File: src/shared/rijmp_regs.vh
// Constants for the register indirect jump unit: offsets, fields, encodings.
`ifndef RIJMP_REGS_VH
`define RIJMP_REGS_VH

// Register byte offsets on the AXI4-Lite bus.
`define RIJMP_OFF_CTRL 4'h0
`define RIJMP_OFF_STATUS 4'h4
`define RIJMP_OFF_TARGET 4'h8
`define RIJMP_OFF_COUNT 4'hc

// Control register fields.
`define RIJMP_CTRL_FULLPC_BIT 0
`define RIJMP_CTRL_SHORTISA_BIT 1
`define RIJMP_CTRL_NEWREL_BIT 2
`define RIJMP_CTRL_RESET 3'h4

// Status register fields.
`define RIJMP_ST_MODE_BIT 0
`define RIJMP_ST_SLOT_BIT 1
`define RIJMP_ST_ADDRERR_BIT 2
`define RIJMP_ST_RESINST_BIT 3

// Instruction word fields.
`define RIJMP_OP_HI 31
`define RIJMP_OP_LO 26
`define RIJMP_RS_HI 25
`define RIJMP_RS_LO 21
`define RIJMP_RT_HI 20
`define RIJMP_RT_LO 16
`define RIJMP_RD_HI 15
`define RIJMP_RD_LO 11
`define RIJMP_HINT_HI 10
`define RIJMP_HINT_LO 6
`define RIJMP_BARRIER_BIT 10
`define RIJMP_FN_HI 5
`define RIJMP_FN_LO 0

// Opcode and function encodings.
`define RIJMP_OPC_SHARED 6'h00
`define RIJMP_OPC_STORE_SLOT 6'h3e
`define RIJMP_OPC_LOAD_SLOT 6'h36
`define RIJMP_FN_REGJUMP_OLD 6'h08
`define RIJMP_FN_REGJUMP_LINK 6'h09

// Link register number and next sequential step.
`define RIJMP_LINK_REG 5'h1f
`define RIJMP_SEQ_STEP 32'h00000004

// AXI response codes.
`define RIJMP_RESP_OKAY 2'h0
`define RIJMP_RESP_SLVERR 2'h2

`endif

File: src/rijmp_unit.v
// Register indirect jump unit with its AXI4-Lite control registers.
// Operation
// - Linking indexed jump target is base register plus sign-extended offset.
// - Indexed jump offsets are added unshifted, bit for bit.
// - Linking indexed jump writes PC plus 4 into register 31.
// - Without short instruction set, unaligned target raises address error; with full-PC flag clear the code checks only bit 1.
// - With short set, mode bit takes target bit 0, target bit 0 cleared.
// - With short set, mode 0 and unaligned target raises address error; the code checks only bit 1, even with full-PC flag set.
// - Indexed jumps always taken, no delay slot, next instruction not run.
// - Full-PC flag set loads whole address, else split mode and target.
// - Linking indexed jump accepts base 31; base read before link write.
// - Linking indexed jump vs not-zero branch decided by bits 21-25 only.
// - Plain indexed jump vs equal-zero branch decided by register field.
// - Plain indexed jump forms target the same way, writes no link.
// - Register jump loads PC from source register after one delay slot.
// - With short set, register jump takes mode from source bit 0.
// - With short set, target bit 0 zero and bit 1 one is address error.
// - Newest release: transfer instruction in delay slot is reserved.
// - Old hint value 0 is default; bit 10 selects hazard barrier.
// - Newest release decodes register jump as link jump with rd zero.
// - Barrier form clears hazards before the target is fetched.
// - Barrier form is identified by instruction bit 10.
//
// The register offsets and the AXI4-Lite slave port were decided locally.
`timescale 1ns/1ps
`include "rijmp_regs.vh"

module rijmp_unit (
    input wire core_clk,
    input wire rstn,
    input wire instValid,
    input wire [31:0] instWord,
    input wire [31:0] instPc,
    input wire [31:0] baseValue,
    input wire [31:0] srcValue,
    input wire slotInstIsCti,
    output wire [4:0] baseRegAddr,
    output wire [4:0] srcRegAddr,
    output reg linkWe,
    output reg [4:0] linkAddr,
    output reg [31:0] linkData,
    output reg redirectValid,
    output reg [31:0] redirectPc,
    output reg instruction_set_mode_bit,
    output reg addrError,
    output reg hazardClear,
    output reg reservedInst,
    output reg slotPending,
    input wire [3:0] s_axi_awaddr,
    input wire s_axi_awvalid,
    output wire s_axi_awready,
    input wire [31:0] s_axi_wdata,
    input wire [3:0] s_axi_wstrb,
    input wire s_axi_wvalid,
    output wire s_axi_wready,
    output reg [1:0] s_axi_bresp,
    output reg s_axi_bvalid,
    input wire s_axi_bready,
    input wire [3:0] s_axi_araddr,
    input wire s_axi_arvalid,
    output wire s_axi_arready,
    output reg [31:0] s_axi_rdata,
    output reg [1:0] s_axi_rresp,
    output reg s_axi_rvalid,
    input wire s_axi_rready
);

    reg [2:0] ctrl_q;
    reg [31:0] lastTarget_q;
    reg [31:0] jumpCount_q;
    reg lastAddrErr_q;
    reg lastResInst_q;

    wire fullPcFlag = ctrl_q[`RIJMP_CTRL_FULLPC_BIT];
    wire shortIsa = ctrl_q[`RIJMP_CTRL_SHORTISA_BIT];
    wire newRelease = ctrl_q[`RIJMP_CTRL_NEWREL_BIT];

    // Instruction fields.
    wire [5:0] opField = instWord[`RIJMP_OP_HI:`RIJMP_OP_LO];
    wire [4:0] rsField = instWord[`RIJMP_RS_HI:`RIJMP_RS_LO];
    wire [4:0] rtField = instWord[`RIJMP_RT_HI:`RIJMP_RT_LO];
    wire [4:0] rdField = instWord[`RIJMP_RD_HI:`RIJMP_RD_LO];
    wire [4:0] hintField = instWord[`RIJMP_HINT_HI:`RIJMP_HINT_LO];
    wire [5:0] fnField = instWord[`RIJMP_FN_HI:`RIJMP_FN_LO];

    assign baseRegAddr = rtField;
    assign srcRegAddr = rsField;

    // A nonzero register field means the slot belongs to the compact branch.
    wire isLinkIndexed = (opField == `RIJMP_OPC_STORE_SLOT) &&
        (rsField == 5'h00);
    wire isPlainIndexed = (opField == `RIJMP_OPC_LOAD_SLOT) &&
        (rsField == 5'h00);
    wire isShared = (opField == `RIJMP_OPC_SHARED);
    wire isRegJumpNew = isShared && newRelease &&
        (fnField == `RIJMP_FN_REGJUMP_LINK) && (rdField == 5'h00);
    // The old encoding is gone in the newest release.
    wire isRegJumpOld = isShared && !newRelease &&
        (fnField == `RIJMP_FN_REGJUMP_OLD) &&
        ((hintField == 5'h00) ||
        (hintField == 5'h10));
    wire isRegJump = isRegJumpNew || isRegJumpOld;
    wire isIndexed = isLinkIndexed || isPlainIndexed;
    wire barrierSel = instWord[`RIJMP_BARRIER_BIT];
    wire ownCti = isIndexed || isRegJump;

    // Indexed target: the offset is aligned with bit 0 of the base.
    wire [31:0] offsetExt = {{16{instWord[15]}}, instWord[15:0]};
    wire [31:0] indexedSum = baseValue + offsetExt;
    wire [31:0] rawTarget = isIndexed ? indexedSum : srcValue;

    reg [31:0] newPc;
    reg newMode;
    reg newErr;

    always @* begin
        newPc = rawTarget;
        newMode = instruction_set_mode_bit;
        newErr = 1'b0;
        if (!fullPcFlag) begin
            newPc = {rawTarget[31:1], 1'b0};
            newMode = rawTarget[0];
        end
        if (!shortIsa) begin
            newErr = (newPc[1:0] != 2'h0);
        end else begin
            // Mode 1 targets need only halfword alignment.
            newErr = !newMode && newPc[1];
        end
    end

    // Pending register jump, held across its delay slot.
    reg [31:0] pendPc_q;
    reg pendMode_q;
    reg pendErr_q;
    reg pendBarrier_q;

    wire slotCti = slotInstIsCti || ownCti;

    always @(posedge core_clk) begin
        if (!rstn) begin
            linkWe <= 1'b0;
            linkAddr <= 5'h00;
            linkData <= 32'h00000000;
            redirectValid <= 1'b0;
            redirectPc <= 32'h00000000;
            instruction_set_mode_bit <= 1'b0;
            addrError <= 1'b0;
            hazardClear <= 1'b0;
            reservedInst <= 1'b0;
            slotPending <= 1'b0;
            pendPc_q <= 32'h00000000;
            pendMode_q <= 1'b0;
            pendErr_q <= 1'b0;
            pendBarrier_q <= 1'b0;
        end else begin
            linkWe <= 1'b0;
            redirectValid <= 1'b0;
            addrError <= 1'b0;
            hazardClear <= 1'b0;
            reservedInst <= 1'b0;
            if (instValid && slotPending) begin
                slotPending <= 1'b0;
                if (slotCti && newRelease) begin
                    // The pending jump is abandoned to the exception.
                    reservedInst <= 1'b1;
                end else begin
                    // Older releases leave this case open; the slot word
                    // is ignored as a jump and the pending jump completes.
                    redirectValid <= 1'b1;
                    redirectPc <= pendPc_q;
                    instruction_set_mode_bit <= pendMode_q;
                    addrError <= pendErr_q;
                    hazardClear <= pendBarrier_q;
                end
            end else if (instValid && isIndexed) begin
                // Redirect kills the sequential word already fetched.
                redirectValid <= 1'b1;
                redirectPc <= newPc;
                instruction_set_mode_bit <= newMode;
                addrError <= newErr;
                // The sum used baseValue read this cycle, so base 31 is safe.
                linkWe <= isLinkIndexed;
                linkAddr <= `RIJMP_LINK_REG;
                linkData <= instPc + `RIJMP_SEQ_STEP;
            end else if (instValid && isRegJump) begin
                slotPending <= 1'b1;
                pendPc_q <= newPc;
                pendMode_q <= newMode;
                pendErr_q <= newErr;
                pendBarrier_q <= barrierSel;
            end
        end
    end

    // Observed state for software.
    always @(posedge core_clk) begin
        if (!rstn) begin
            lastTarget_q <= 32'h00000000;
            jumpCount_q <= 32'h00000000;
            lastAddrErr_q <= 1'b0;
            lastResInst_q <= 1'b0;
        end else begin
            if (redirectValid) begin
                lastTarget_q <= redirectPc;
                jumpCount_q <= jumpCount_q + 32'h00000001;
                lastAddrErr_q <= addrError;
            end
            if (redirectValid || reservedInst) begin
                lastResInst_q <= reservedInst;
            end
        end
    end

    // AXI4-Lite slave: address and data may arrive in either order.
    reg awHeld_q;
    reg [3:0] awAddr_q;
    reg wHeld_q;
    reg [31:0] wData_q;
    reg [3:0] wStrb_q;

    assign s_axi_awready = !awHeld_q && !s_axi_bvalid;
    assign s_axi_wready = !wHeld_q && !s_axi_bvalid;
    assign s_axi_arready = !s_axi_rvalid;

    wire awTake = s_axi_awvalid && s_axi_awready;
    wire wTake = s_axi_wvalid && s_axi_wready;
    wire awHave = awHeld_q || awTake;
    wire wHave = wHeld_q || wTake;
    wire [3:0] wrAddr = awHeld_q ? awAddr_q : s_axi_awaddr;
    wire [31:0] wrData = wHeld_q ? wData_q : s_axi_wdata;
    wire [3:0] wrStrb = wHeld_q ? wStrb_q : s_axi_wstrb;
    wire wrFire = awHave && wHave && !s_axi_bvalid;

    always @(posedge core_clk) begin
        if (!rstn) begin
            awHeld_q <= 1'b0;
            awAddr_q <= 4'h0;
            wHeld_q <= 1'b0;
            wData_q <= 32'h00000000;
            wStrb_q <= 4'h0;
            s_axi_bvalid <= 1'b0;
            s_axi_bresp <= `RIJMP_RESP_OKAY;
            ctrl_q <= `RIJMP_CTRL_RESET;
        end else begin
            if (s_axi_bvalid && s_axi_bready) begin
                s_axi_bvalid <= 1'b0;
            end
            if (wrFire) begin
                awHeld_q <= 1'b0;
                wHeld_q <= 1'b0;
                s_axi_bvalid <= 1'b1;
                if (wrAddr == `RIJMP_OFF_CTRL) begin
                    s_axi_bresp <= `RIJMP_RESP_OKAY;
                    if (wrStrb[0]) begin
                        ctrl_q <= wrData[2:0];
                    end
                end else if (wrAddr == `RIJMP_OFF_STATUS ||
                    wrAddr == `RIJMP_OFF_TARGET ||
                    wrAddr == `RIJMP_OFF_COUNT) begin
                    // Read-only registers ignore writes.
                    s_axi_bresp <= `RIJMP_RESP_OKAY;
                end else begin
                    s_axi_bresp <= `RIJMP_RESP_SLVERR;
                end
            end else begin
                if (awTake) begin
                    awHeld_q <= 1'b1;
                    awAddr_q <= s_axi_awaddr;
                end
                if (wTake) begin
                    wHeld_q <= 1'b1;
                    wData_q <= s_axi_wdata;
                    wStrb_q <= s_axi_wstrb;
                end
            end
        end
    end

    reg [31:0] rdMux;
    reg rdHit;

    always @* begin
        rdMux = 32'h00000000;
        rdHit = 1'b1;
        case (s_axi_araddr)
            `RIJMP_OFF_CTRL: begin
                rdMux = {29'h00000000, ctrl_q};
            end
            `RIJMP_OFF_STATUS: begin
                rdMux = {28'h0000000, lastResInst_q, lastAddrErr_q,
                    slotPending, instruction_set_mode_bit};
            end
            `RIJMP_OFF_TARGET: begin
                rdMux = lastTarget_q;
            end
            `RIJMP_OFF_COUNT: begin
                rdMux = jumpCount_q;
            end
            default: begin
                rdHit = 1'b0;
            end
        endcase
    end

    always @(posedge core_clk) begin
        if (!rstn) begin
            s_axi_rvalid <= 1'b0;
            s_axi_rdata <= 32'h00000000;
            s_axi_rresp <= `RIJMP_RESP_OKAY;
        end else begin
            if (s_axi_arvalid && s_axi_arready) begin
                s_axi_rvalid <= 1'b1;
                s_axi_rdata <= rdMux;
                s_axi_rresp <= rdHit ? `RIJMP_RESP_OKAY :
                    `RIJMP_RESP_SLVERR;
            end else if (s_axi_rvalid && s_axi_rready) begin
                s_axi_rvalid <= 1'b0;
            end
        end
    end

endmodule // rijmp_unit

File: config.mk
export PLATFORM = sky130hd
export DESIGN_NAME = rijmp_unit
export DESIGN_NICKNAME = d
export VERILOG_FILES = /design/src/rijmp_unit.v
export VERILOG_INCLUDE_DIRS = /design/src /design/src/shared
export SDC_FILE = /design/constraint.sdc
export NUM_CORES = 1
export LEC_CHECK = 0
export ABC_AREA = 1
export BUFFER_PORTS_ARGS = -buffer_cell sky130_fd_sc_hd__buf_2
export CAP_MARGIN = 30
export CELL_PAD_IN_SITES_DETAIL_PLACEMENT = 1
export CELL_PAD_IN_SITES_GLOBAL_PLACEMENT = 1
export CORE_MARGIN = 2
export CORE_UTILIZATION = 40
export DETAILED_ROUTE_END_ITERATION = 10
export HOLD_SLACK_MARGIN = 0.12
export PLACE_DENSITY = 0.88
export SLEW_MARGIN = 20
export SYNTH_ARGS = -nofsm -noshare
export SYNTH_HDL_FRONTEND = slang
export SYNTH_SLANG_ARGS = --single-unit
File: constraint.sdc
create_clock -name core_clk -period 4.8 [get_ports core_clk]
set_input_delay 0 -clock core_clk [delete_from_list [all_inputs] [get_ports core_clk]]
set_output_delay 0 -clock core_clk [all_outputs]
set_load 0.005 [all_outputs]
# [Yosys cells after proc, flatten, opt, wreduce, memory -nomap -nowiden]
# Cells that the tools add are included.
# Widths: inputs -> output; s select.
[totals] regBits=224 inputBits=181 out_inout_bits=127
[classes] n_addsub=3 eq_ne=12 muxes=29 bitwise=4 n_reduce_logical=61
[op_table] op="$mux 32" n=4
[op_table] op="$pmux 32 s4" n=1
[op_table] op="$add 32x1->32 const B" n=1
[op_table] op="$add 32x3->32 const B" n=1
[op_table] op="$add 32x32->32" n=1
[op_table] op="$logic_and 1x1->1" n=22
[op_table] op="$mux 1" n=19
[op_table] op="$eq 4x4->1 const B" n=4
[op_table] op="$logic_not 5->1" n=3
[op_table] op="$eq 6x4->1 const B" n=2
[op_table] op="$eq 6x6->1 const B" n=2
[op_table] op="$reduce_and 2->1" n=6
[op_table] op="$logic_or 1x1->1" n=10
[op_table] op="$eq 4x3->1 const B" n=2
[op_table] op="$logic_not 4->1" n=2
[op_table] op="$reduce_bool 2->1" n=4
[op_table] op="$logic_not 1->1" n=6
[op_table] op="$logic_not 6->1" n=1
[op_table] op="$mux 2" n=3
[op_table] op="$reduce_and 3->1" n=2
[op_table] op="$reduce_or 3->1" n=2
[op_table] op="$eq 5x5->1 const B" n=1
[op_table] op="$mux 4" n=1
[op_table] op="$not 1->1" n=4
[op_table] op="other kinds (4)" n=5

# [Depth between registers and ports, before layout]
# Gate-level depths: netlist of run 1.
[logic_depth] word_depth=10 mapped_depth=16

# [Worst setup path before layout of run 1]
# Ideal clock, no wire load.
[synth_path] kind="register -> register" startpoint="register jumpCount_q[0]" endpoint="register jumpCount_q[24]" setup_time_ns=0.070 t_arrival_ns=1.643 required_time_ns=4.730 setup_slack_ns=3.088 stages_incl_launch_ff=12 path_buffers=0 period_less_slack_ns=1.712 cell_sequence="dfxtp_1 -> ha_1 -> nand3_1 -> nor2_1 -> nand2_1 -> nor2_1 -> nand2_1 -> nor3_2 -> nand3_1 -> nor2_1 -> nand2_1 -> a21oi_1"
[synth_between] elab_chain_len=1
[synth_rtl] element="start: declaration" line="rijmp_unit.v:70" rtl="reg [31:0] jumpCount_q;"
[synth_rtl] element="start signal: assignment" line="rijmp_unit.v:206" rtl="jumpCount_q <= jumpCount_q + 32'h00000001;"
[synth_rtl] element="$add 32x1->32" line="rijmp_unit.v:206"
# No other way between the ends.
# A chain may end at the register's enable or synchronous reset.

# [Final worst setup path of run 1]
[layout_path] startpoint="input s_axi_araddr[0]" endpoint="register s_axi_rdata[2]"
[layout_between] elab_chain_len=2
[layout_rtl] element="start: declaration" line="rijmp_unit.v:59" rtl="input wire [3:0] s_axi_araddr,"
[layout_rtl] element="$eq 4x4->1, or another cell as far along" line="rijmp_unit.v:286" rtl="case (s_axi_araddr)"
[layout_rtl] element="$pmux 32 s4 *" line="rijmp_unit.v:286"
[layout_rtl] element="end signal: assignment" line="rijmp_unit.v:314" rtl="s_axi_rdata <= rdMux;"
[layout_rtl] element="end: declaration" line="rijmp_unit.v:62" rtl="output reg [31:0] s_axi_rdata,"
# Every way passes the cells marked *; elsewhere a longest branch is shown, timed or not.

==> results of run 1 <==
==> metal layers <==
layer	up-vias	wire, µm	share of wire [%]
met3	254	2992	5.3
met2	596	26700	48
li1	7230	-	-
met1	7371	22170	40
met5	-	0	0
met4	0	4231	7.5
==> layout make-up <==
type                    instances  area (µm²)
inverters                     264       992.2
repair buffers                420        2897
clock inverters                 5       63.81
flip-flops and latches        222        4444
diodes                          6       15.01
well taps                     402       503.0
multi-input cells            1468        7013
clock buffers                  37       669.4
fillers                      4302       15040
==> how the worst min path moves through the flow <==
stage                     cells past startpoint            start  slack (ns)        endpoint
after floorplan                               1     instWord[16]        0.08  baseRegAddr[0]
after CTS                                     6  s_axi_araddr[1]        0.12  s_axi_rdata[5]
after global routing                          6  s_axi_araddr[1]        0.20  s_axi_rdata[5]
final                                         6  s_axi_araddr[1]        0.13  s_axi_rdata[5]
after detailed placement                      0     instWord[16]     0.00005  baseRegAddr[0]
after global placement                        0     instWord[16]     0.00005  baseRegAddr[0]
==> kinds of logic (layout without fill, tap and decap cells) <==
family                     count (synthesis)  in the layout  share of synthesized area (%)
AOI/OAI and AO/OA                        359            359                          15.13
xor gates and xnor gates                  36             36                          2.449
adders and majority gates                 34             34                          3.363
buffers and inverters                    353            726                          11.03
DFF                                      222            222                          34.52
muxes                                      1              1                        0.07776
other                                      1              8                        0.02913
and+or+nand+nor                         1036           1036                          33.39
==> cell usage after synthesis (14+ instances only) <==
cell	number
nand2_1	529
o21ai_1	20
nand3_1	104
dfxtp_1	222
xor2_1	18
buf_4	21
nor3_1	43
o211ai_1	14
o21ai_0	149
inv_1	255
nor2_1	289
or2_2	23
a21oi_1	131
a22oi_1	16
ha_1	33
clkbuf_1	51
xnor2_1	18
nand4_1	19
==> flip-flops by register name, indices dropped and copies added (netlist names), 3 cells and up <==
name,count
jumpCount_q,32
lastTarget_q,32
linkData,32
pendPc_q,32
redirectPc,32
s_axi_rdata,32
awAddr_q,4
ctrl_q,3
wData_q,3
==> tightest hold or removal path: cells and delay by family <==
kind | cells | cell delay, ns
AOI/OAI and AO/OA | 2 | 0.17
buffers and inverters | 1 | 0.08
and+or+nand+nor | 3 | 0.37
==> power groups by stage <==
stage          clock [µW]  sequential, µW  combinational (µW)
6_report             1810            1890                 757
5_1_grt              1910            1890                 829
4_1_cts              1810            1880                 708
3_5_place_dp            0            1920                 604
3_3_place_gp            0            1920                 583
2_1_floorplan           0            1920                 387
==> per-stage QoR <==
step,total power (µW),setup WS (ns),cells
detailed placement,2529,1.589,2630
global route,4628,1.140,2824
floorplan,2306,3.088,2043
CTS,4402,1.533,2816
finish,4458,1.365,2824
global placement,2505,1.703,2628
==> flow_metrics.env, run 1 <==
export IMPL_cp_end_kind="flop"
export IMPL_drt_antenna_violating_nets=0
export IMPL_post_route_period_util_pct=71.55
export IMPL_dieHeight_um=183.4
export IMPL_status="complete, no violations"
export IMPL_cts_made_buffers=24
export IMPL_clockBufferDepth=3
export IMPL_r2r_cells=11
export IMPL_utilization_pct=52.46
export IMPL_initial_core_util_pct=40.69
export IMPL_whs_ns=0.1304
export IMPL_grt_max_degree=116
export IMPL_cpMostUsedCell="dlygate4sd3_1"
export IMPL_portBuffers=263
export IMPL_cts_tree="done"
export IMPL_core_mm2=0.03164
export IMPL_yosysTopAreaCellShare_pct=34.52
export IMPL_io_pins=308
export IMPL_drt_iter0_markers=989
export IMPL_drv_slew=0
export IMPL_antenna_found_initial=6
export IMPL_yosys_warnings=0
export IMPL_regToRegEndpoint="awAddr_q[2]"
export IMPL_viasPerCell=5.471
export IMPL_max_slew_margin_pct=44.63
export IMPL_p_switching_uw=1279
export IMPL_avgRoutedWirePerCell_um=19.86
export IMPL_period_minus_slack_ns=3.435
export IMPL_yosys_cell_types_count=46
export IMPL_htreeDepth=1
export IMPL_mostFrequentLayoutCells="529 x nand2_1, 289 x nor2_1, 262 x buf_2"
export IMPL_postCtsResizedCells=0
export IMPL_yosys_area_top_type="dfxtp_1"
export IMPL_maxCapViolCount=0
export IMPL_powerDensity_mw_per_mm2=268.6
export IMPL_grt_pass1_vias=16300
export IMPL_synth_edff_count=0
export IMPL_hp_class="in -> reg"
export IMPL_synth_seq_cells=222
export IMPL_avgSynthCellArea_um2=6.304
export IMPL_leakagePower_uw=0.008315
export IMPL_use_met3_pct=4.905
export IMPL_ys_flop_type="dfxtp_1"
export IMPL_criticalPathCategory="in -> reg"
export IMPL_ir_drop_mv=0.2470
export IMPL_busiest_layer="met2"
export IMPL_hpwl_um=36710
export IMPL_max_freq_mhz=291.2
export IMPL_seq_power_share_pct=42.4
export IMPL_cp_buffers_inverters=7
export IMPL_clkTransAtPathRegs_ns=0.07
export IMPL_hold_viol=0
export IMPL_cts_hold_buf=144
export IMPL_die_width_um=183.4
export IMPL_cp_start_kind="input port"
export IMPL_rsz0062_at_grt="false"
export IMPL_cts_setup_buffers=0
export IMPL_finClkSkew_ns=0.02858
export IMPL_startpoint="s_axi_araddr[0]"
export IMPL_clockPowerShare_pct=40.6
export IMPL_required_ns=5.29
export IMPL_dr_pass1_iters=6
export IMPL_drc=0
export IMPL_dpl_cell_area_mm2=0.01437
export IMPL_fin_setup_tns_ns=0
export IMPL_critPathTopFamily="buffers and inverters"
export IMPL_use_met2_pct=55.88
export IMPL_seq_area_frac_synth_pct=34.52
export IMPL_syn_area_mm2=0.01287
export IMPL_critPathSlowestCell="dlygate4sd3_1"
export IMPL_cp_arrival_ns=3.92
export IMPL_met1_usage_pct=38.04
export IMPL_clock_sinks=222
export IMPL_r2r_start="wHeld_q"
export IMPL_die_area_mm2=0.03364
export IMPL_track_usage_pct=32.71
export IMPL_vias=15450
export IMPL_cp_max_fo=3
export IMPL_swShare_pct=28.70
export IMPL_final_common_cell="nand2_1"
export IMPL_worstSetupPathDepth=13
export IMPL_finalWirelength_um=56090
export IMPL_grt_overflow_total=0
export IMPL_gp_congestion=1.001
export IMPL_synthTopCellsByArea="dfxtp_1 35%, nand2_1 15%, nor2_1 8.4%"
export IMPL_num_rows=65
export IMPL_path_cells="dlygate4sd3_1, buf_2, nor2_1, dlygate4sd3_1, inv_1, nor3_1, dlygate4sd3_1, nand2_1, nand4_1, dlygate4sd3_1, nand2_1, a21oi_1, dlygate4sd3_1"
export IMPL_syn2layout_area_growth_pct=28.92
export IMPL_cpPeakStageDelay_ns=0.67
export IMPL_critPathCapture="s_axi_rdata[2]"
export IMPL_async_reset_ff_share_pct=0
export IMPL_cts_root_buffer="clkbuf_16"
export IMPL_layout_drive_gt1_share_pct=14.45
export IMPL_design_area_mm2=0.01660
export IMPL_grt_pass1_wl_um=87440
export IMPL_fin_nets=2615
export IMPL_syn_instance_count=2042
export IMPL_worst_pin_slew_ns=0.8218
export IMPL_intPower_uw=3179
export IMPL_pwr_share_comb_pct=17.0
export IMPL_setup_viol=0
export IMPL_rrSetupSlack_ns=1.63
export IMPL_clk_latency_ns=0.54
No activity file was read; power rests on OpenSTA's default activity.
==> inputs of run 2 (changes only) <==
--- a/config.mk
+++ b/config.mk
@@ -6,16 +6,16 @@
 export SDC_FILE = /design/constraint.sdc
 export NUM_CORES = 1
 export LEC_CHECK = 0
-export ABC_AREA = 1
+export ABC_AREA = 0
 export BUFFER_PORTS_ARGS = -buffer_cell sky130_fd_sc_hd__buf_2
 export CAP_MARGIN = 30
 export CELL_PAD_IN_SITES_DETAIL_PLACEMENT = 1
 export CELL_PAD_IN_SITES_GLOBAL_PLACEMENT = 1
 export CORE_MARGIN = 2
-export CORE_UTILIZATION = 40
+export CORE_UTILIZATION = 39
 export DETAILED_ROUTE_END_ITERATION = 10
 export HOLD_SLACK_MARGIN = 0.12
-export PLACE_DENSITY = 0.88
+export PLACE_DENSITY = 0.83
 export SLEW_MARGIN = 20
 export SYNTH_ARGS = -nofsm -noshare
 export SYNTH_HDL_FRONTEND = slang
==> constraint.sdc (replaced) <==
create_clock -name core_clk -period 3.35 [get_ports core_clk]
set_input_delay 0 -clock core_clk [delete_from_list [all_inputs] [get_ports core_clk]]
set_output_delay 0 -clock core_clk [all_outputs]
set_load 0.005 [all_outputs]
==> flow_metrics.env, run 2 <==
export IMPL_synth_edff_count=0
export IMPL_dpl_cell_area_mm2=0.01266
export IMPL_leakagePower_uw=0.006042
export IMPL_track_usage_pct=27.74
export IMPL_cp_start_kind="input port"
export IMPL_viasPerCell=5.598
export IMPL_hp_class="in -> reg"
export IMPL_dr_pass1_iters=7
export IMPL_cts_tree="done"
export IMPL_initial_core_util_pct=39.88
export IMPL_fin_nets=1895
export IMPL_clockBufferDepth=3
export IMPL_period_minus_slack_ns=3.032
export IMPL_regToRegEndpoint="redirectPc[31]"
export IMPL_fin_setup_tns_ns=0
export IMPL_syn_instance_count=1345
export IMPL_pre_cts_ws_ns=0.6993
export IMPL_synthTopCellsByArea="dfxtp_1 40%, nor2_1 6.9%, mux2i_1 4.9%"
export IMPL_grt_pass1_vias=12380
export IMPL_drt_antenna_violating_nets=0
export IMPL_yosys_warnings=0
export IMPL_drv_slew=0
export IMPL_status="complete, no violations"
export IMPL_seq_area_frac_synth_pct=39.89
export IMPL_ir_drop_mv=0.3026
export IMPL_drc=0
export IMPL_cp_max_fo=8
export IMPL_r2r_start="ctrl_q[2]"
export IMPL_cp_arrival_ns=3.42
export IMPL_r2r_cells=9
export IMPL_cts_made_buffers=23
export IMPL_async_reset_ff_share_pct=0
export IMPL_clkTransAtPathRegs_ns=0.07
export IMPL_finClkSkew_ns=0.01184
export IMPL_setup_viol=0
export IMPL_p_total_uw=6481
export IMPL_num_rows=61
export IMPL_mostFrequentLayoutCells="263 x buf_2, 221 x dfxtp_1, 206 x nor2_1"
export IMPL_clock_sinks=222
export IMPL_drt_iter0_markers=886
export IMPL_worst_pin_slew_ns=0.8925
export IMPL_max_freq_mhz=329.8
export IMPL_rsz0062_at_grt="false"
export IMPL_max_slew_margin_pct=40.04
export IMPL_n_fill_cell=3411
export IMPL_synth_common_cells="222 x dfxtp_1, 206 x nor2_1, 138 x nand2_1"
export IMPL_hold_end="redirectPc[28]"
export IMPL_grt_max_degree=115
export IMPL_cp_end_kind="flop"
export IMPL_yosysTopAreaCellShare_pct=39.89
export IMPL_synth_seq_cells=222
export IMPL_finalWirelength_um=43190
export IMPL_synth_most_common_cell="dfxtp_1"
export IMPL_post_route_period_util_pct=90.50
export IMPL_hp_start="baseValue[28]"
export IMPL_core_mm2=0.02793
export IMPL_cts_setup_buffers=0
export IMPL_die_width_um=173.0
export IMPL_hpwl_um=27280
export IMPL_ys_flop_type="dfxtp_1"
export IMPL_powerDensity_mw_per_mm2=437.4
export IMPL_avgRoutedWirePerCell_um=20.74
export IMPL_maxCapViolCount=0
export IMPL_final_common_cell="buf_2"
export IMPL_cts_root_buffer="clkbuf_16"
export IMPL_required_ns=3.73
export IMPL_instances_no_fill=2083
export IMPL_grt_pass1_wl_um=67830
export IMPL_design_area_mm2=0.01482
export IMPL_fin_ws_ns=0.3182
export IMPL_hold_viol=0
export IMPL_io_pins=308
export IMPL_dieHeight_um=173.0
export IMPL_grt_overflow_total=0
export IMPL_yosys_area_top_type="dfxtp_1"
export IMPL_layout_drive_gt1_share_pct=20.40
export IMPL_portBuffers=263
export IMPL_rrSetupSlack_ns=0.44
export IMPL_criticalPathCategory="in -> reg"
export IMPL_worstHoldPathCells=4
export IMPL_die_area_mm2=0.02993
export IMPL_vias=11660
export IMPL_antenna_found_initial=9
export IMPL_gp_congestion=0.8499
export IMPL_clk_latency_ns=0.51
export IMPL_htreeDepth=1
export IMPL_avgSynthCellArea_um2=8.283
export IMPL_syn2layout_area_growth_pct=33.01
export IMPL_dp_cells=1905
export IMPL_syn_area_mm2=0.01114
export IMPL_yosys_cell_types_count=70
[run 2: cell types whose count changed after synthesis, moves of 33 or more]
cell     before  now
a21oi_1     131   98
inv_1       255   15
mux2i_1       1   54
nand2_1     529  138
nand3_1     104   34
nor2_1      289  206
o21ai_0     149   55
[run 2: report_power, final]
| group | internal, µW | switching (µW) |
|---|---|---|
| Clock | 1770 | 1110 |
| Sequential | 2680 | 29.1 |
| Combinational | 402 | 493 |
[run 2: through the flow]
| step | util [%] | hold WS (ns) |
|---|---|---|
| after floorplan | - | 0.08082 |
| after global placement | 45.28 | 0.00003458 |
| after detailed placement | 45.34 | 0.00003458 |
| after CTS | 52.97 | 0.1215 |
| after global routing | 53.05 | 0.1696 |
| final | 53.05 | 0.1372 |
[run 2: worst max path at each step]
stage	startpoint	end	slack (ns)	cells past startpoint
6_report	instPc[5]	linkData[15]	0.32	9
5_1_grt	instWord[10]	redirectPc[31]	0.06	12
4_1_cts	instWord[10]	redirectPc[31]	0.41	12
3_5_place_dp	instWord[0]	redirectPc[24]	0.70	11
3_3_place_gp	instWord[0]	redirectPc[24]	0.76	11
2_1_floorplan	instWord[0]	redirectPc[24]	1.19	10
[run 2: worst max-delay path, cell delays in order]
cell	delay (ns)
dlygate4sd3_1	0.58
buf_2	0.16
and3_1	0.20
and2_1	0.24
nand4_1	0.41
o21ai_0	0.45
dlygate4sd3_1	0.66
a311oi_1	0.12
dlygate4sd3_1	0.61
[run 2: routing by layer]
metal	GRT usage [%]	vias up	wire length, µm
met3	2.682	126	2025
met2	47.58	424	20890
li1	-	5452	-
met5	0	-	0
met1	34.42	5658	18070
met4	14.72	0	2209
[run 2: layout make-up]
cell class	instances	area [µm²]	area share, %
Clock buffer	29	658.1	4.441
Clock inverter	12	191.4	1.292
Sequential cell	222	4446	30.00
Timing Repair Buffer	410	2773	18.71
Tap cell	378	473.0	3.192
Inverter	16	65.06	0.4391
Multi-Input combinational cell	1007	6190	41.77
Antenna cell	9	22.52	0.1520
[run 2: repair_timing]
item	in CTS	in global routing
endpoints found under the setup margin	0	0
hold buffers	128	0
resized for setup	0	0
endpoints found under the hold margin	122	0
[run 2: cells by family (layout without fill, tap and decap cells)]
| kind of cell | count (synthesis) | in the layout | share of synthesized area [%] |
|---|---|---|---|
| AOI/OAI and AO/OA | 311 | 311 | 18.42 |
| xor gates and xnor gates | 73 | 73 | 5.739 |
| adders and majority gates | 34 | 34 | 3.886 |
| buffers and inverters | 117 | 467 | 4.829 |
| DFF | 222 | 222 | 39.89 |
| muxes | 59 | 59 | 5.694 |
| other | 1 | 11 | 0.03366 |
| and+or+nand+nor | 528 | 528 | 21.51 |
==> inputs of run 3 (changes only) <==
--- a/config.mk
+++ b/config.mk
@@ -7,7 +7,7 @@
 export NUM_CORES = 1
 export LEC_CHECK = 0
 export ABC_AREA = 0
-export BUFFER_PORTS_ARGS = -buffer_cell sky130_fd_sc_hd__buf_2
+export BUFFER_PORTS_ARGS = -buffer_cell sky130_fd_sc_hd__buf_4
 export CAP_MARGIN = 30
 export CELL_PAD_IN_SITES_DETAIL_PLACEMENT = 1
 export CELL_PAD_IN_SITES_GLOBAL_PLACEMENT = 1
==> flow_metrics.env, run 3 (same netlist as run 2, synthesis figures left out) <==
export IMPL_layout_drive_gt1_share_pct=20.25
export IMPL_die_area_mm2=0.02993
export IMPL_cp_max_fo=8
export IMPL_final_common_cell="buf_4"
export IMPL_track_usage_pct=28.63
export IMPL_io_pins=308
export IMPL_cp_start_kind="input port"
export IMPL_rrSetupSlack_ns=0.33
export IMPL_syn2layout_area_growth_pct=38.99
export IMPL_initial_core_util_pct=39.88
export IMPL_drt_antenna_violating_nets=0
export IMPL_cts_setup_buffers=0
export IMPL_vias=11840
export IMPL_grt_overflow_total=0
export IMPL_drv_slew=0
export IMPL_mostFrequentLayoutCells="281 x buf_4, 221 x dfxtp_1, 204 x nor2_1"
export IMPL_ir_drop_mv=0.3080
export IMPL_drt_iter0_markers=702
export IMPL_portBuffers=263
export IMPL_cpPeakStageDelay_ns=0.64
export IMPL_clk_latency_ns=0.52
export IMPL_finalWirelength_um=44830
export IMPL_utilization_pct=55.43
export IMPL_grt_pass1_vias=12510
export IMPL_num_rows=61
export IMPL_fin_setup_tns_ns=0
export IMPL_finClkSkew_ns=0.01685
export IMPL_setup_viol=0
export IMPL_dr_pass1_iters=8
export IMPL_drc=0
export IMPL_antenna_found_initial=5
export IMPL_htreeDepth=1
export IMPL_hp_class="in -> reg"
export IMPL_hpwl_um=28040
export IMPL_clock_sinks=222
export IMPL_grt_pass1_wl_um=69650
export IMPL_p_total_uw=6174
export IMPL_powerDensity_mw_per_mm2=398.7
export IMPL_worstHoldPathCells=4
export IMPL_grt_max_degree=107
export IMPL_criticalPathCategory="in -> reg"
export IMPL_rsz0062_at_grt="false"
export IMPL_status="complete, no violations"
export IMPL_hold_viol=0
export IMPL_viasPerCell=5.658
export IMPL_clockBufferDepth=3
export IMPL_regToRegEndpoint="redirectPc[31]"
export IMPL_r2r_cells=9
export IMPL_cpMostUsedCell="dlygate4sd3_1"
export IMPL_core_mm2=0.02793
export IMPL_gp_congestion=0.8415
export IMPL_clkTransAtPathRegs_ns=0.07
export IMPL_max_freq_mhz=311.6
export IMPL_hold_end="redirectPc[18]"
export IMPL_cts_made_buffers=23
export IMPL_avgRoutedWirePerCell_um=21.43
export IMPL_maxCapViolCount=0
export IMPL_startpoint="instPc[4]"
export IMPL_worst_pin_slew_ns=0.9006
export IMPL_hp_start="baseValue[18]"
export IMPL_fin_nets=1910
export IMPL_cts_root_buffer="clkbuf_16"
export IMPL_leakagePower_uw=0.006192
export IMPL_die_width_um=173.0
export IMPL_critPathSlowestCell="dlygate4sd3_1"
export IMPL_path_cells="dlygate4sd3_1, buf_4, and3_1, and2_1, nand4_1, nor2_4, nand3_1, xor2_1, dlygate4sd3_1, a21oi_1, dlygate4sd3_1"
export IMPL_r2r_start="ctrl_q[2]"
export IMPL_max_slew_margin_pct=39.82
export IMPL_post_route_period_util_pct=95.79
export IMPL_required_ns=3.78
export IMPL_cts_tree="done"
export IMPL_cp_end_kind="flop"
export IMPL_cp_arrival_ns=3.64
export IMPL_period_minus_slack_ns=3.209
export IMPL_dieHeight_um=173.0
==> run 3: changes by cell type in the layout (fill, tap and decap cells not counted), sizes merged <==
cell / before / now
bufinv: 5 / 0
clkbuf: 29 / 31
clkinv: 6 / 7
diode: 9 / 5
clkinvlp: 1 / 0
inv: 16 / 17
buf: 282 / 284
dlygate4sd3: 128 / 141
==> run 3: per-layer routing <==
metal	vias to the layer above	part of all wire, %	global-route usage, %
li1	5467	-	-
met2	455	50	50.70
met5	-	0	0
met1	5774	40	34.25
met3	141	5.2	3.474
met4	0	5.1	14.05
==> run 3: worst max-delay path: cells and delay by family <==
| kind | cells | cell delay (ns) |
|---|---|---|
| buffers and inverters | 4 | 1.87 |
| and+or+nand+nor | 5 | 1.46 |
| xor gates and xnor gates | 1 | 0.16 |
| AOI/OAI and AO/OA | 1 | 0.15 |
==> run 3: what timing repair did <==
item	CTS	global route
endpoints found under the setup margin	0	4
hold buffers	141	0
hold endpoints to repair	135	0
gates resized for setup	0	3
==> run 3: stage by stage <==
step	cell area, µm²	std cells	hold slack [ns]	setup slack (ns)
finish	15480	2092	0.1307	0.1409
CTS	15460	2087	0.1258	0.1657
floorplan	11140	1346	0.08082	1.188
global placement	13320	1906	0.00003458	0.7605
detailed placement	13340	1907	0.00003458	0.6644
global route	15480	2092	0.1775	0.02151
==> run 3: final cells by class <==
type	instances	area [µm²]
fillers	3309	12450
multi-input cells	1007	6200
flip-flops and latches	222	4446
repair buffers	425	3576
clock buffers	31	665.6
well taps	378	473.0
inverters	16	65.06
clock inverters	8	47.55
diodes	5	12.51
==> run 3: worst max path at each step <==
stage                           endpoint  slack [ns]  cells after the start
after floorplan           redirectPc[24]        1.19                     10
after global routing        linkData[29]        0.02                     11
after detailed placement  redirectPc[23]        0.66                     10
after CTS                   linkData[27]        0.17                     11
after global placement    redirectPc[24]        0.76                     11
final                       linkData[29]        0.14                     11
==> run 3: report_power, final <==
group | internal, µW | total [µW] | switching (µW)
clock | 1390 | 2500 | 1110
sequential | 2680 | 2710 | 29.6
combinational | 470 | 973 | 502
total | 4530 | 6170 | 1640
